<file path="src/board_switch_regs.vh">
// Register map, field positions and reset values of the switch port block.
`ifndef BOARD_SWITCH_REGS_VH
`define BOARD_SWITCH_REGS_VH

`define ADDR_W            12
`define GEN_SW_OFS        12'h000
`define HW_SW_OFS         12'h004
`define ROUTE_STAT_OFS    12'h008
`define BOARD_CTRL_OFS    12'h00C

`define SEL_NONE          3'h0
`define SEL_GEN           3'h1
`define SEL_HW            3'h2
`define SEL_STAT          3'h3
`define SEL_CTRL          3'h4

`define HW_MEM_WIDTH      0
`define HW_BUS_CLK        1
`define HW_PLL_MUL        2
`define HW_TEST           3
`define HW_ROM_KIND0      4
`define HW_ROM_KIND1      5
`define HW_ROM_SPLIT      6
`define HW_ROM_LOWER      7

`define STAT_IRQ_LSB      0
`define STAT_DMA_LSB      8
`define STAT_TEST_BIT     12
`define STAT_PAIR_BIT     13
`define CTRL_SOFT_RST     0

`define DMA_REQ2_SW       0
`define DMA_ACK2_SW       1
`define DMA_REQ3_SW       2
`define DMA_ACK3_SW       3

`define SYNC_W            29
`define SYNC_RST          29'h0000_0000
`define DATA_ZERO         32'h0000_0000
`define BYTE_ZERO         8'h00
`define NIB_ZERO          4'h0
`define DMA_IDLE_N        2'h3

`endif

</file>
<file path="src/switch_sync.v">
// Two-flop synchroniser for the board switch and button levels.
`timescale 1ns/1ps
module switch_sync #(
   parameter WIDTH = 29
) (
   input  wire             I_CLK,
   input  wire             I_RST,
   input  wire [WIDTH-1:0] I_ASYNC,
   output reg  [WIDTH-1:0] O_SYNC
);
`include "board_switch_regs.vh"

   reg [WIDTH-1:0] stage1;

   // The first stage feeds only the second, so no logic sees a metastable bit.
   always @(posedge I_CLK) begin
      if (I_RST) begin
         stage1 <= `SYNC_RST;
         O_SYNC <= `SYNC_RST;
      end else begin
         stage1 <= I_ASYNC;
         O_SYNC <= stage1;
      end
   end
endmodule // switch_sync

</file>
<file path="src/board_config_switch_port.v">
// Board switch ports, hardware settings and interrupt and DMA routing.
//
// Contract
// RULE1 - Reset button resets whole board including processor.
// RULE2 - General port reads off as 1, on as 0.
// RULE3 - All eight setting bits readable, inverted polarity.
// RULE4 - Setting bit 1 selects 32 or 16-bit bus.
// RULE5 - Setting bit 2 reports bus clock range.
// RULE6 - Setting bit 3 drives PLL multiplier pin.
// RULE7 - Setting bits 6 and 5 encode ROM kind.
// RULE8 - Setting bit 7 chooses split or contiguous ROM.
// RULE9 - Setting bit 8 picks bank while split.
// RULE10 - Interrupt switch on connects source, off cuts.
// RULE11 - Operator keeps first interrupt switch on with monitor.
// RULE12 - DMA switch on connects processor and extension line.
// RULE13 - Operator sets DMA switch pairs alike.
// RULE14 - Switch levels synchronised before software reads them.
// RULE15 - Test setting bit must stay off; else unsupported.
`timescale 1ns/1ps
module board_config_switch_port (
   input  wire        I_CLK,
   input  wire        I_RST,
   input  wire        I_RESET_BUTTON,
   input  wire [7:0]  I_GENERAL_SWITCH_ON,
   input  wire [7:0]  I_HARDWARE_SETTING_SWITCH_ON,
   input  wire [7:0]  I_INTERRUPT_ROUTING_SWITCH_ON,
   input  wire [3:0]  I_DMA_ROUTING_SWITCH_ON,
   input  wire        I_PSEL,
   input  wire        I_PENABLE,
   input  wire        I_PWRITE,
   input  wire [11:0] I_PADDR,
   input  wire [31:0] I_PWDATA,
   output wire        O_PREADY,
   output wire        O_PSLVERR,
   output reg  [31:0] O_PRDATA,
   output reg         O_BOARD_RESET,
   output reg         O_MEMORY_WIDTH_SELECT,
   output reg         O_BUS_CLOCK_RANGE_SELECT,
   output reg         O_PLL_MULTIPLIER_SELECT,
   output reg         O_ROM_KIND_BIT0,
   output reg         O_ROM_KIND_BIT1,
   output reg         O_ROM_BANK_SPLIT_CONTROL,
   output reg         O_ROM_LOWER_HALF_SELECT,
   output reg         O_CONFIG_UNSUPPORTED,
   input  wire [7:0]  I_IRQ_SOURCE,
   output reg  [7:0]  O_IRQ_INPUT,
   output reg  [7:0]  O_IRQ_INPUT_OE,
   input  wire        I_EXPANSION_DMA_REQUEST0_N,
   input  wire        I_EXPANSION_DMA_REQUEST1_N,
   output reg         O_DMA_REQUEST_TWO_N,
   output reg         O_DMA_REQUEST_TWO_N_OE,
   output reg         O_DMA_REQUEST_THREE_N,
   output reg         O_DMA_REQUEST_THREE_N_OE,
   input  wire        I_DMA_ACK_TWO_N,
   input  wire        I_DMA_ACK_THREE_N,
   output reg  [1:0]  O_EXPANSION_DMA_ACK_N,
   output reg  [1:0]  O_EXPANSION_DMA_ACK_N_OE
);
`include "board_switch_regs.vh"

   wire [`SYNC_W-1:0] sync_in;
   wire [`SYNC_W-1:0] sync_out;
   wire [7:0]         gen_on;
   wire [7:0]         hw_on;
   wire [7:0]         irq_on;
   wire [3:0]         dma_on;
   wire               button;
   wire               setup;
   wire               access;
   wire [2:0]         acc_sel;
   reg                soft_reset;
   reg  [31:0]        next_rdata;

   assign sync_in = {I_RESET_BUTTON, I_DMA_ROUTING_SWITCH_ON,
                     I_INTERRUPT_ROUTING_SWITCH_ON,
                     I_HARDWARE_SETTING_SWITCH_ON, I_GENERAL_SWITCH_ON};

   // Every switch passes the synchroniser before anything reads it.
   // The button shares this path, so a press costs three clocks of latency.
   switch_sync #(
      .WIDTH (`SYNC_W)
   ) u_sync (
      .I_CLK   (I_CLK),
      .I_RST   (I_RST),
      .I_ASYNC (sync_in),
      .O_SYNC  (sync_out)
   ); // RULE14

   assign gen_on = sync_out[7:0];
   assign hw_on  = sync_out[15:8];
   assign irq_on = sync_out[23:16];
   assign dma_on = sync_out[27:24];
   assign button = sync_out[28];

   // Shared address decode for the read and write paths.
   // Only whole-word offsets decode; anything else is refused.
   function [2:0] decode;
      input [11:0] addr;
      begin
         case (addr)
            `GEN_SW_OFS:     decode = `SEL_GEN;
            `HW_SW_OFS:      decode = `SEL_HW;
            `ROUTE_STAT_OFS: decode = `SEL_STAT;
            `BOARD_CTRL_OFS: decode = `SEL_CTRL;
            default:         decode = `SEL_NONE;
         endcase
      end
   endfunction

   assign setup     = I_PSEL & ~I_PENABLE;
   assign access    = I_PSEL & I_PENABLE;
   assign acc_sel   = decode(I_PADDR);
   // Every port answers at once, so no wait state is ever inserted.
   assign O_PREADY  = 1'b1;
   // Reads of the control word return zero without an error.
   // Unmapped addresses and writes to read-only ports answer with an error.
   assign O_PSLVERR = access & ((acc_sel == `SEL_NONE) |
                      (I_PWRITE & (acc_sel != `SEL_CTRL)));

   // Read data is captured in the setup cycle so it leaves a flip-flop.
   always @* begin
      next_rdata = `DATA_ZERO;
      case (acc_sel)
         `SEL_GEN:  next_rdata[7:0] = ~gen_on; // RULE2
         `SEL_HW:   next_rdata[7:0] = ~hw_on; // RULE3
         `SEL_STAT: begin
            next_rdata[`STAT_IRQ_LSB+7:`STAT_IRQ_LSB] = irq_on;
            next_rdata[`STAT_DMA_LSB+3:`STAT_DMA_LSB] = dma_on;
            next_rdata[`STAT_TEST_BIT] = hw_on[`HW_TEST]; // RULE15
            next_rdata[`STAT_PAIR_BIT] =
               (dma_on[`DMA_REQ2_SW] != dma_on[`DMA_ACK2_SW]) |
               (dma_on[`DMA_REQ3_SW] != dma_on[`DMA_ACK3_SW]); // RULE13
         end
         `SEL_CTRL: next_rdata = `DATA_ZERO;
         default:   next_rdata = `DATA_ZERO;
      endcase
   end

   // Read data only moves in a read setup cycle and then stands.
   always @(posedge I_CLK) begin
      if (I_RST) begin
         O_PRDATA <= `DATA_ZERO;
      end else if (setup & ~I_PWRITE) begin
         O_PRDATA <= next_rdata;
      end
   end

   // Writing a one to the control word pulses the board reset.
   always @(posedge I_CLK) begin
      if (I_RST) begin
         soft_reset <= 1'b0;
      end else begin
         soft_reset <= access & I_PWRITE & (acc_sel == `SEL_CTRL) &
                       I_PWDATA[`CTRL_SOFT_RST]; // RULE1
      end
   end

   // The button, the system reset and the software pulse reset the board.
   always @(posedge I_CLK) begin
      if (I_RST) begin
         O_BOARD_RESET <= 1'b1;
      end else begin
         O_BOARD_RESET <= button | soft_reset; // RULE1
      end
   end

   // Setting outputs are active high for the switch in its on position.
   // On selects the narrow memory bus; off keeps the wide default.
   always @(posedge I_CLK) begin
      if (I_RST) begin
         O_MEMORY_WIDTH_SELECT <= 1'b0;
      end else begin
         O_MEMORY_WIDTH_SELECT <= hw_on[`HW_MEM_WIDTH]; // RULE4
      end
   end

   // On tells the board that the bus clock runs in the slow range.
   always @(posedge I_CLK) begin
      if (I_RST) begin
         O_BUS_CLOCK_RANGE_SELECT <= 1'b0;
      end else begin
         O_BUS_CLOCK_RANGE_SELECT <= hw_on[`HW_BUS_CLK]; // RULE5
      end
   end

   // On picks the lower multiplier; the pin follows the switch directly.
   always @(posedge I_CLK) begin
      if (I_RST) begin
         O_PLL_MULTIPLIER_SELECT <= 1'b0;
      end else begin
         O_PLL_MULTIPLIER_SELECT <= hw_on[`HW_PLL_MUL]; // RULE6
      end
   end

   // Both kind bits off select the monitor program store.
   always @(posedge I_CLK) begin
      if (I_RST) begin
         O_ROM_KIND_BIT0 <= 1'b0;
      end else begin
         O_ROM_KIND_BIT0 <= hw_on[`HW_ROM_KIND0]; // RULE7
      end
   end

   // The upper kind bit completes the two-bit code.
   always @(posedge I_CLK) begin
      if (I_RST) begin
         O_ROM_KIND_BIT1 <= 1'b0;
      end else begin
         O_ROM_KIND_BIT1 <= hw_on[`HW_ROM_KIND1]; // RULE7
      end
   end

   // On maps both halves as one contiguous area.
   always @(posedge I_CLK) begin
      if (I_RST) begin
         O_ROM_BANK_SPLIT_CONTROL <= 1'b0;
      end else begin
         O_ROM_BANK_SPLIT_CONTROL <= hw_on[`HW_ROM_SPLIT]; // RULE8
      end
   end

   // Bank choice only matters while the halves are split.
   // Forcing it low when contiguous keeps stale choices from leaking out.
   always @(posedge I_CLK) begin
      if (I_RST) begin
         O_ROM_LOWER_HALF_SELECT <= 1'b0;
      end else begin
         O_ROM_LOWER_HALF_SELECT <= hw_on[`HW_ROM_LOWER] &
                                    ~hw_on[`HW_ROM_SPLIT]; // RULE9
      end
   end

   // The test switch raises this flag and status bit 12; no setting output reacts to it.
   always @(posedge I_CLK) begin
      if (I_RST) begin
         O_CONFIG_UNSUPPORTED <= 1'b0;
      end else begin
         O_CONFIG_UNSUPPORTED <= hw_on[`HW_TEST]; // RULE15
      end
   end

   // Interrupt routing: a cut line is released, not driven low.
   // The far side must then see its own pull level on that line.
   genvar g;
   generate
      for (g = 0; g < 8; g = g + 1) begin : g_irq
         always @(posedge I_CLK) begin
            if (I_RST) begin
               O_IRQ_INPUT[g]    <= 1'b0;
               O_IRQ_INPUT_OE[g] <= 1'b0;
            end else begin
               O_IRQ_INPUT[g]    <= I_IRQ_SOURCE[g] & irq_on[g]; // RULE10
               O_IRQ_INPUT_OE[g] <= irq_on[g]; // RULE10
            end
         end
      end
   endgenerate

   // DMA routing adds one clock of latency to each connected line.
   // A cut active-low line is held at its idle high level.
   function route_n;
      input level_n;
      input on;
      begin
         route_n = level_n | ~on;
      end
   endfunction

   // First request line from the extension bus.
   always @(posedge I_CLK) begin
      if (I_RST) begin
         O_DMA_REQUEST_TWO_N    <= 1'b1;
         O_DMA_REQUEST_TWO_N_OE <= 1'b0;
      end else begin
         O_DMA_REQUEST_TWO_N    <= route_n(I_EXPANSION_DMA_REQUEST0_N,
                                           dma_on[`DMA_REQ2_SW]); // RULE12
         O_DMA_REQUEST_TWO_N_OE <= dma_on[`DMA_REQ2_SW]; // RULE12
      end
   end

   // Second request line from the extension bus.
   always @(posedge I_CLK) begin
      if (I_RST) begin
         O_DMA_REQUEST_THREE_N    <= 1'b1;
         O_DMA_REQUEST_THREE_N_OE <= 1'b0;
      end else begin
         O_DMA_REQUEST_THREE_N    <= route_n(I_EXPANSION_DMA_REQUEST1_N,
                                             dma_on[`DMA_REQ3_SW]); // RULE12
         O_DMA_REQUEST_THREE_N_OE <= dma_on[`DMA_REQ3_SW]; // RULE12
      end
   end

   // Acknowledges travel back from the processor to the extension bus.
   always @(posedge I_CLK) begin
      if (I_RST) begin
         O_EXPANSION_DMA_ACK_N    <= `DMA_IDLE_N;
         O_EXPANSION_DMA_ACK_N_OE <= 2'h0;
      end else begin
         O_EXPANSION_DMA_ACK_N    <= {route_n(I_DMA_ACK_THREE_N,
                                              dma_on[`DMA_ACK3_SW]),
                                      route_n(I_DMA_ACK_TWO_N,
                                              dma_on[`DMA_ACK2_SW])}; // RULE12
         O_EXPANSION_DMA_ACK_N_OE <= {dma_on[`DMA_ACK3_SW],
                                      dma_on[`DMA_ACK2_SW]}; // RULE12
      end
   end
endmodule // board_config_switch_port

</file>
<file path="config.mk">
export PLATFORM = sky130hd
export DESIGN_NAME = board_config_switch_port
export DESIGN_NICKNAME = d
export VERILOG_FILES = /design/src/switch_sync.v /design/src/board_config_switch_port.v
export VERILOG_INCLUDE_DIRS = /design/src
export SDC_FILE = /design/constraint.sdc
export NUM_CORES = 1
export LEC_CHECK = 0
export ABC_CLOCK_PERIOD_IN_PS = 1850
export BUFFER_PORTS_ARGS = -buffer_cell sky130_fd_sc_hd__buf_2
export CAP_MARGIN = 20
export CORE_MARGIN = 5
export CORE_UTILIZATION = 35
export CTS_CLUSTER_SIZE = 40
export DETAILED_ROUTE_END_ITERATION = 12
export PLACE_DENSITY_LB_ADDON = 0.25
export SLEW_MARGIN = 5
export SYNTH_ARGS = -nofsm -noshare
export SYNTH_HDL_FRONTEND = slang
export SYNTH_SLANG_ARGS = --single-unit
</file>
<file path="constraint.sdc">
create_clock -name I_CLK -period 1.85 [get_ports I_CLK]
set_clock_uncertainty 0.1 [all_clocks]
set_input_delay 0.37 -clock I_CLK [delete_from_list [all_inputs] [get_ports I_CLK]]
set_output_delay 0.37 -clock I_CLK [all_outputs]
set_load 0.01 [all_outputs]
</file>
==> summary.txt, run 1 <==
area grow syn2layout = 24.97%
Finished Core Util = 44.93%
die area = 11540 um2
HP Class = in2reg
post-synthesis cell area = 3322 um2
Setup Fix Bufs, Post-CTS = 0
cts hold-fix bufs = 0
Post-route DRC = 0
slew margin rel. = 64.06%
Yosys cell types = 24
maximum clock insertion buffer count = 2
Design Power = 4.069 mW
CP max stage delay = 0.31 ns
first-pass GRT wire length = 9.915 mm
Final ANT Viol Nets = 0
Reg2Reg Depth = 3
Cell Chain, Critical Path = buf_2 > nor4_4 > nand3_4 > a21oi_1 > nor2_1 > buf_2
slowest CP cell = nor4_4
TritonCTS clock tree = built
initial antenna violation count = 0
via count = 2139
most frequent CP cell = buf_2
commonest cells after routing, fill and taps aside = dfxtp_1, buf_2, nor2b_1
Final GP Congestion = 0.7425
post-route cell area = 4151 um2
Final Net Count = 485
RSZ-0062 raised after global routing = no
Synthesis Warnings = 0
Die Span Y = 107.4 um
VDD IR max = 0.0004022 V
critical path required time = 1.38 ns
per-cell routed wire length = 11.84 um
R2R Setup Slk = 0.72 ns
GR Overflow Total = 0
most area-consuming cells after synthesis = dfxtp_1, nor2b_1, buf_4
launching point of the worst reg2reg path = u_sync.O_SYNC[20]$_SDFF_PP0_
1st-pass router iterations = 4
Clock Sink Count = 106
vias in the first global route = 2093
Synth Instances = 288
Max Cap Viol = 0
Cell Area, Placed = 3918 um2
CP Class = in2out
Ant. Diodes = 0
Num CTS Buffers = 9
top cell type by total area after synthesis = dfxtp_1
Detailed Route Iter0 Violations = 80
Slew Limit Fails = 0
Setup Viol. Count Final = 0
crit path DAT = 1.27 ns
Leak Pwr = 1.861 nW
crit path time final = 1.742 ns
crit start category = primary input
largest net degree at the start of global routing = 83
flops & latches, synth = 106
Initial Utilization = 35.95%
post-CTS sizing = 0
Ports = 157
hpwl dp = 4.670 mm
Synth top area share = 63.88%
hold depth = 2
Final Hold Vio Count = 0
Final Cycle Share = 94.14%
chip width = 107.4 um
WL final = 6.263 mm
Seq/Total Area, Yosys = 63.88%
worst slew pin tran = 0.5391 ns
Max Fclk = 0.5742 GHz
status = finished, final reports clean
Crit. End Element = output port
H-tree depth = 3
area of the core = 9240 um2
hold_ws = 0.08858 ns
GRT Util Overall = 11.02%
peak fanout along the critical path = 4
power density cells = 980.1 nW/um2
root buffer cell = clkbuf_8
clk slew on worst S/H paths = 0.10 ns
via/cell ratio = 4.043
hold endpoint = O_DMA_REQUEST_TWO_N$_SDFF_PP1_
Port Buffer Count = 106
Synth Area per Inst = 11.53 um2
layout cells sized above 1 = 32.75%
R2R Path End = O_PRDATA[4]$_SDFFE_PP0P_
std cell rows = 35
hold_sp = I_EXPANSION_DMA_REQUEST0_N
later-pin clock latency in the skew report = 0.35 ns
## registers in the layout, summed over array words and instances (netlist names)
name and flops:
u_sync.O_SYNC 29, u_sync.stage1 29, O_PRDATA 14, O_IRQ_INPUT 8
O_IRQ_INPUT_OE 8, O_EXPANSION_DMA_ACK_N 2, O_EXPANSION_DMA_ACK_N_OE 2, O_BOARD_RESET 1
O_BUS_CLOCK_RANGE_SELECT 1, O_CONFIG_UNSUPPORTED 1, O_DMA_REQUEST_THREE_N 1, O_DMA_REQUEST_THREE_N_OE 1
O_DMA_REQUEST_TWO_N 1, O_DMA_REQUEST_TWO_N_OE 1, O_MEMORY_WIDTH_SELECT 1, O_PLL_MULTIPLIER_SELECT 1
O_ROM_BANK_SPLIT_CONTROL 1, O_ROM_KIND_BIT0 1, O_ROM_KIND_BIT1 1, O_ROM_LOWER_HALF_SELECT 1
soft_reset 1
## area by class of cell
cell class	count	area, um2
clock inverters	7	86.33
fillers	937	5089
clock buffers	9	123.9
inverters	1	3.754
repair buffers	110	573.1
multi-input cells	167	1081
well taps	129	161.4
flip-flops and latches	106	2122
## worst max path at each step
stage / from / endpoint / slack [ns]
after floorplan: I_PADDR[5] / O_PRDATA[0]$_SDFFE_PP0P_ / 0.29
after global routing: I_PADDR[9] / O_PSLVERR / 0.0002
after CTS: I_PADDR[9] / O_PSLVERR / 0.08
after detailed placement: I_PWRITE / O_PRDATA[3]$_SDFFE_PP0P_ / -0.02
final: I_PADDR[9] / O_PSLVERR / 0.11
after global placement: I_PWRITE / O_PRDATA[1]$_SDFFE_PP0P_ / 0.01
## synthesized netlist by cell type
library cell  count
and2_1            8
conb_1            2
nand3_2           1
nand2b_1         12
clkbuf_1         11
a21oi_1           3
nor4_4            2
xnor2_1           2
or3_1             1
nor3b_1           1
inv_1             1
nor4_1            1
nand4_1           1
nor2_1            3
dfxtp_1         106
nor2b_1          77
nor4b_4           1
o21ai_0           8
nor4_2            1
buf_6             1
buf_4            19
nand2_1           4
o22ai_1           8
a22o_1           14
## critical path: cells and delay by family
kind | cells | cell delay, ns
AND/OR/NAND/NOR | 3 | 0.51
buffers and inverters | 2 | 0.24
AO/OA/AOI/OAI | 1 | 0.14
## cells by family after synthesis
logic type | Yosys count | synth area share [%]
AOI/OAI and AO/OA | 33 | 6.855
xor gates and xnor gates | 2 | 0.5274
buffers and inverters | 32 | 5.989
DFF | 106 | 63.88
other | 2 | 0.2261
and+or+nand+nor | 113 | 22.52
## report_power, final
group          switching [mW]  internal [mW]  total (mW)
Sequential             0.0210           2.36        2.38
Combinational           0.134          0.123       0.258
Clock                   0.781          0.654        1.43
## stage by stage
step	worst slack (ns)	instances	TNS [ns]
after floorplan	0.2882	305	0
after global placement	0.01238	512	0
after detailed placement	-0.02276	512	-0.2080
after CTS	0.08424	528	0
after global routing	0.0001875	529	0
final	0.1083	529	0
## per-layer routing
layer	up-vias	global-route usage [%]	part of all wire (%)
li1	1104	-	-
met1	943	13.40	44
met2	87	17.78	47
met3	5	4.079	8.2
met4	0	4.148	1.3
met5	-	0	0
Note: power is estimated with default switching activity, not from simulation.
==> inputs of run 2 (changes only) <==
- MAX_ROUTING_LAYER: default -> met4
==> summary.txt, run 2 (synthesis results as in run 1) <==
status = finished, final reports clean
H-tree depth = 3
Final ANT Viol Nets = 0
Die Span Y = 107.4 um
power density cells = 980.9 nW/um2
fill count = 937
area grow syn2layout = 24.97%
via count = 2129
HP Class = in2reg
Leak Pwr = 1.861 nW
Slew Limit Fails = 0
Final Hold Vio Count = 0
grt met2 use = 17.69%
Max Fclk = 0.5733 GHz
Detailed Route Iter0 Violations = 70
Num CTS Buffers = 9
post-route cell area = 4151 um2
Crit. End Element = output port
grt met1 use = 13.62%
Final GP Congestion = 0.7518
via/cell ratio = 4.025
Placed Cells = 512
Net Sw Power = 0.9391 mW
Place WS = -0.02276 ns
met3 Usage GRT = 3.779%
maximum clock insertion buffer count = 2
CP max stage delay = 0.31 ns
Cell Chain, Critical Path = buf_2 > nor4_4 > nand3_4 > a21oi_1 > nor2_1 > buf_2
GRT Util Overall = 11.31%
commonest cells after routing, fill and taps aside = dfxtp_1, buf_2, nor2b_1
die area = 11540 um2
switching share of power = 23.06%
most frequent CP cell = buf_2
TritonCTS clock tree = built
Post-route DRC = 0
slowest CP cell = nor4_4
Cell Area, Placed = 3918 um2
Final Cycle Share = 94.28%
Clock Sink Count = 106
Port Buffer Count = 106
final instance count without filler cells = 529
first-pass GRT wire length = 9.915 mm
hpwl dp = 4.670 mm
area of the core = 9240 um2
Final Net Count = 485
chip width = 107.4 um
crit start category = primary input
largest net degree at the start of global routing = 83
WL final = 6.279 mm
1st-pass router iterations = 4
Design Power = 4.072 mW
std cell rows = 35
Comb power frac = 6.3%
root buffer cell = clkbuf_8
post-route setup slack = 0.1057 ns
vias in the first global route = 2100
Seq pwr share = 58.4%
per-cell routed wire length = 11.87 um
GR peak layer = met2
layout cells sized above 1 = 32.75%
cts hold-fix bufs = 0
Initial Utilization = 35.95%
Top Registers = u_sync.O_SYNC x29, u_sync.stage1 x29, O_PRDATA x14
VDD IR max = 0.0004039 V
slew margin rel. = 63.98%
Max Cap Viol = 0
crit path DAT = 1.27 ns
critical path required time = 1.38 ns
P_int = 3.133 mW
Clk network pwr share = 35.3%
RSZ-0062 raised after global routing = no
later-pin clock latency in the skew report = 0.36 ns
Ports = 157
peak fanout along the critical path = 4
crit path time final = 1.744 ns
clk slew on worst S/H paths = 0.10 ns
worst slew pin tran = 0.5403 ns
CP Class = in2out
Setup Viol. Count Final = 0
GR Overflow Total = 0
Ant. Diodes = 0
initial antenna violation count = 0
## run 2: cell counts in the layout (fill, tap and decap cells not counted)
No cell type changed its count.
## run 2: area by class of cell
type                       instances  area (um2)  area share [%]
clock buffer                       9       123.9           2.984
timing repair buffer             110       573.1           13.80
tap                              129       161.4           3.888
multi-input combinational        167        1081           26.04
clock inverter                     7       86.33           2.080
inverter                           1       3.754         0.09042
sequential                       106        2122           51.12
## run 2: layer usage
metal,part of all wire [%],wire length (um)
met1,45,2808
met2,46,2882
met3,7.9,496
met4,1.5,92
met5,0,0
## run 2: path summary, 6_finish.rpt
kind | start | endpoint | slack, ns | cells after the start
min | I_EXPANSION_DMA_REQUEST0_N | O_DMA_REQUEST_TWO_N$_SDFF_PP1_ | 0.09 | 2
max reg2reg | u_sync.O_SYNC[20]$_SDFF_PP0_ | O_PRDATA[4]$_SDFFE_PP0P_ | 0.72 | 3
min reg2reg | u_sync.O_SYNC[28]$_SDFF_PP0_ | O_BOARD_RESET$_SDFF_PP1_ | 0.32 | 1
max | I_PADDR[9] | O_PSLVERR | 0.11 | 6
## run 2: per-stage QoR
step	TNS [ns]	util, %	hold WS [ns]
after floorplan	0	-	0.2899
after global placement	0	42.40	0.3027
after detailed placement	-0.2080	42.40	0.2996
after CTS	0	44.67	0.06640
after global routing	0	44.93	0.07062
final	0	44.93	0.08810
## run 2: what timing repair did
| action | 4_1_cts | 5_1_grt |
|---|---|---|
| setup buffers | 0 | 0 |
| gates resized for setup | 0 | 2 |
| setup endpoints to repair | 0 | 1 |
## run 2: critical path: cells and delay by family
family,cells,cell delay [ns]
AO/OA/AOI/OAI,1,0.14
AND/OR/NAND/NOR,3,0.51
buffers and inverters,2,0.24
## run 2: power by group through the flow
stage | clock network [mW] | logic [mW] | registers, mW
after floorplan | 0 | 0.169 | 2.43
after global placement | 0 | 0.251 | 2.43
after detailed placement | 0 | 0.255 | 2.43
after CTS | 1.50 | 0.255 | 2.38
after global routing | 1.61 | 0.289 | 2.39
final | 1.44 | 0.258 | 2.38
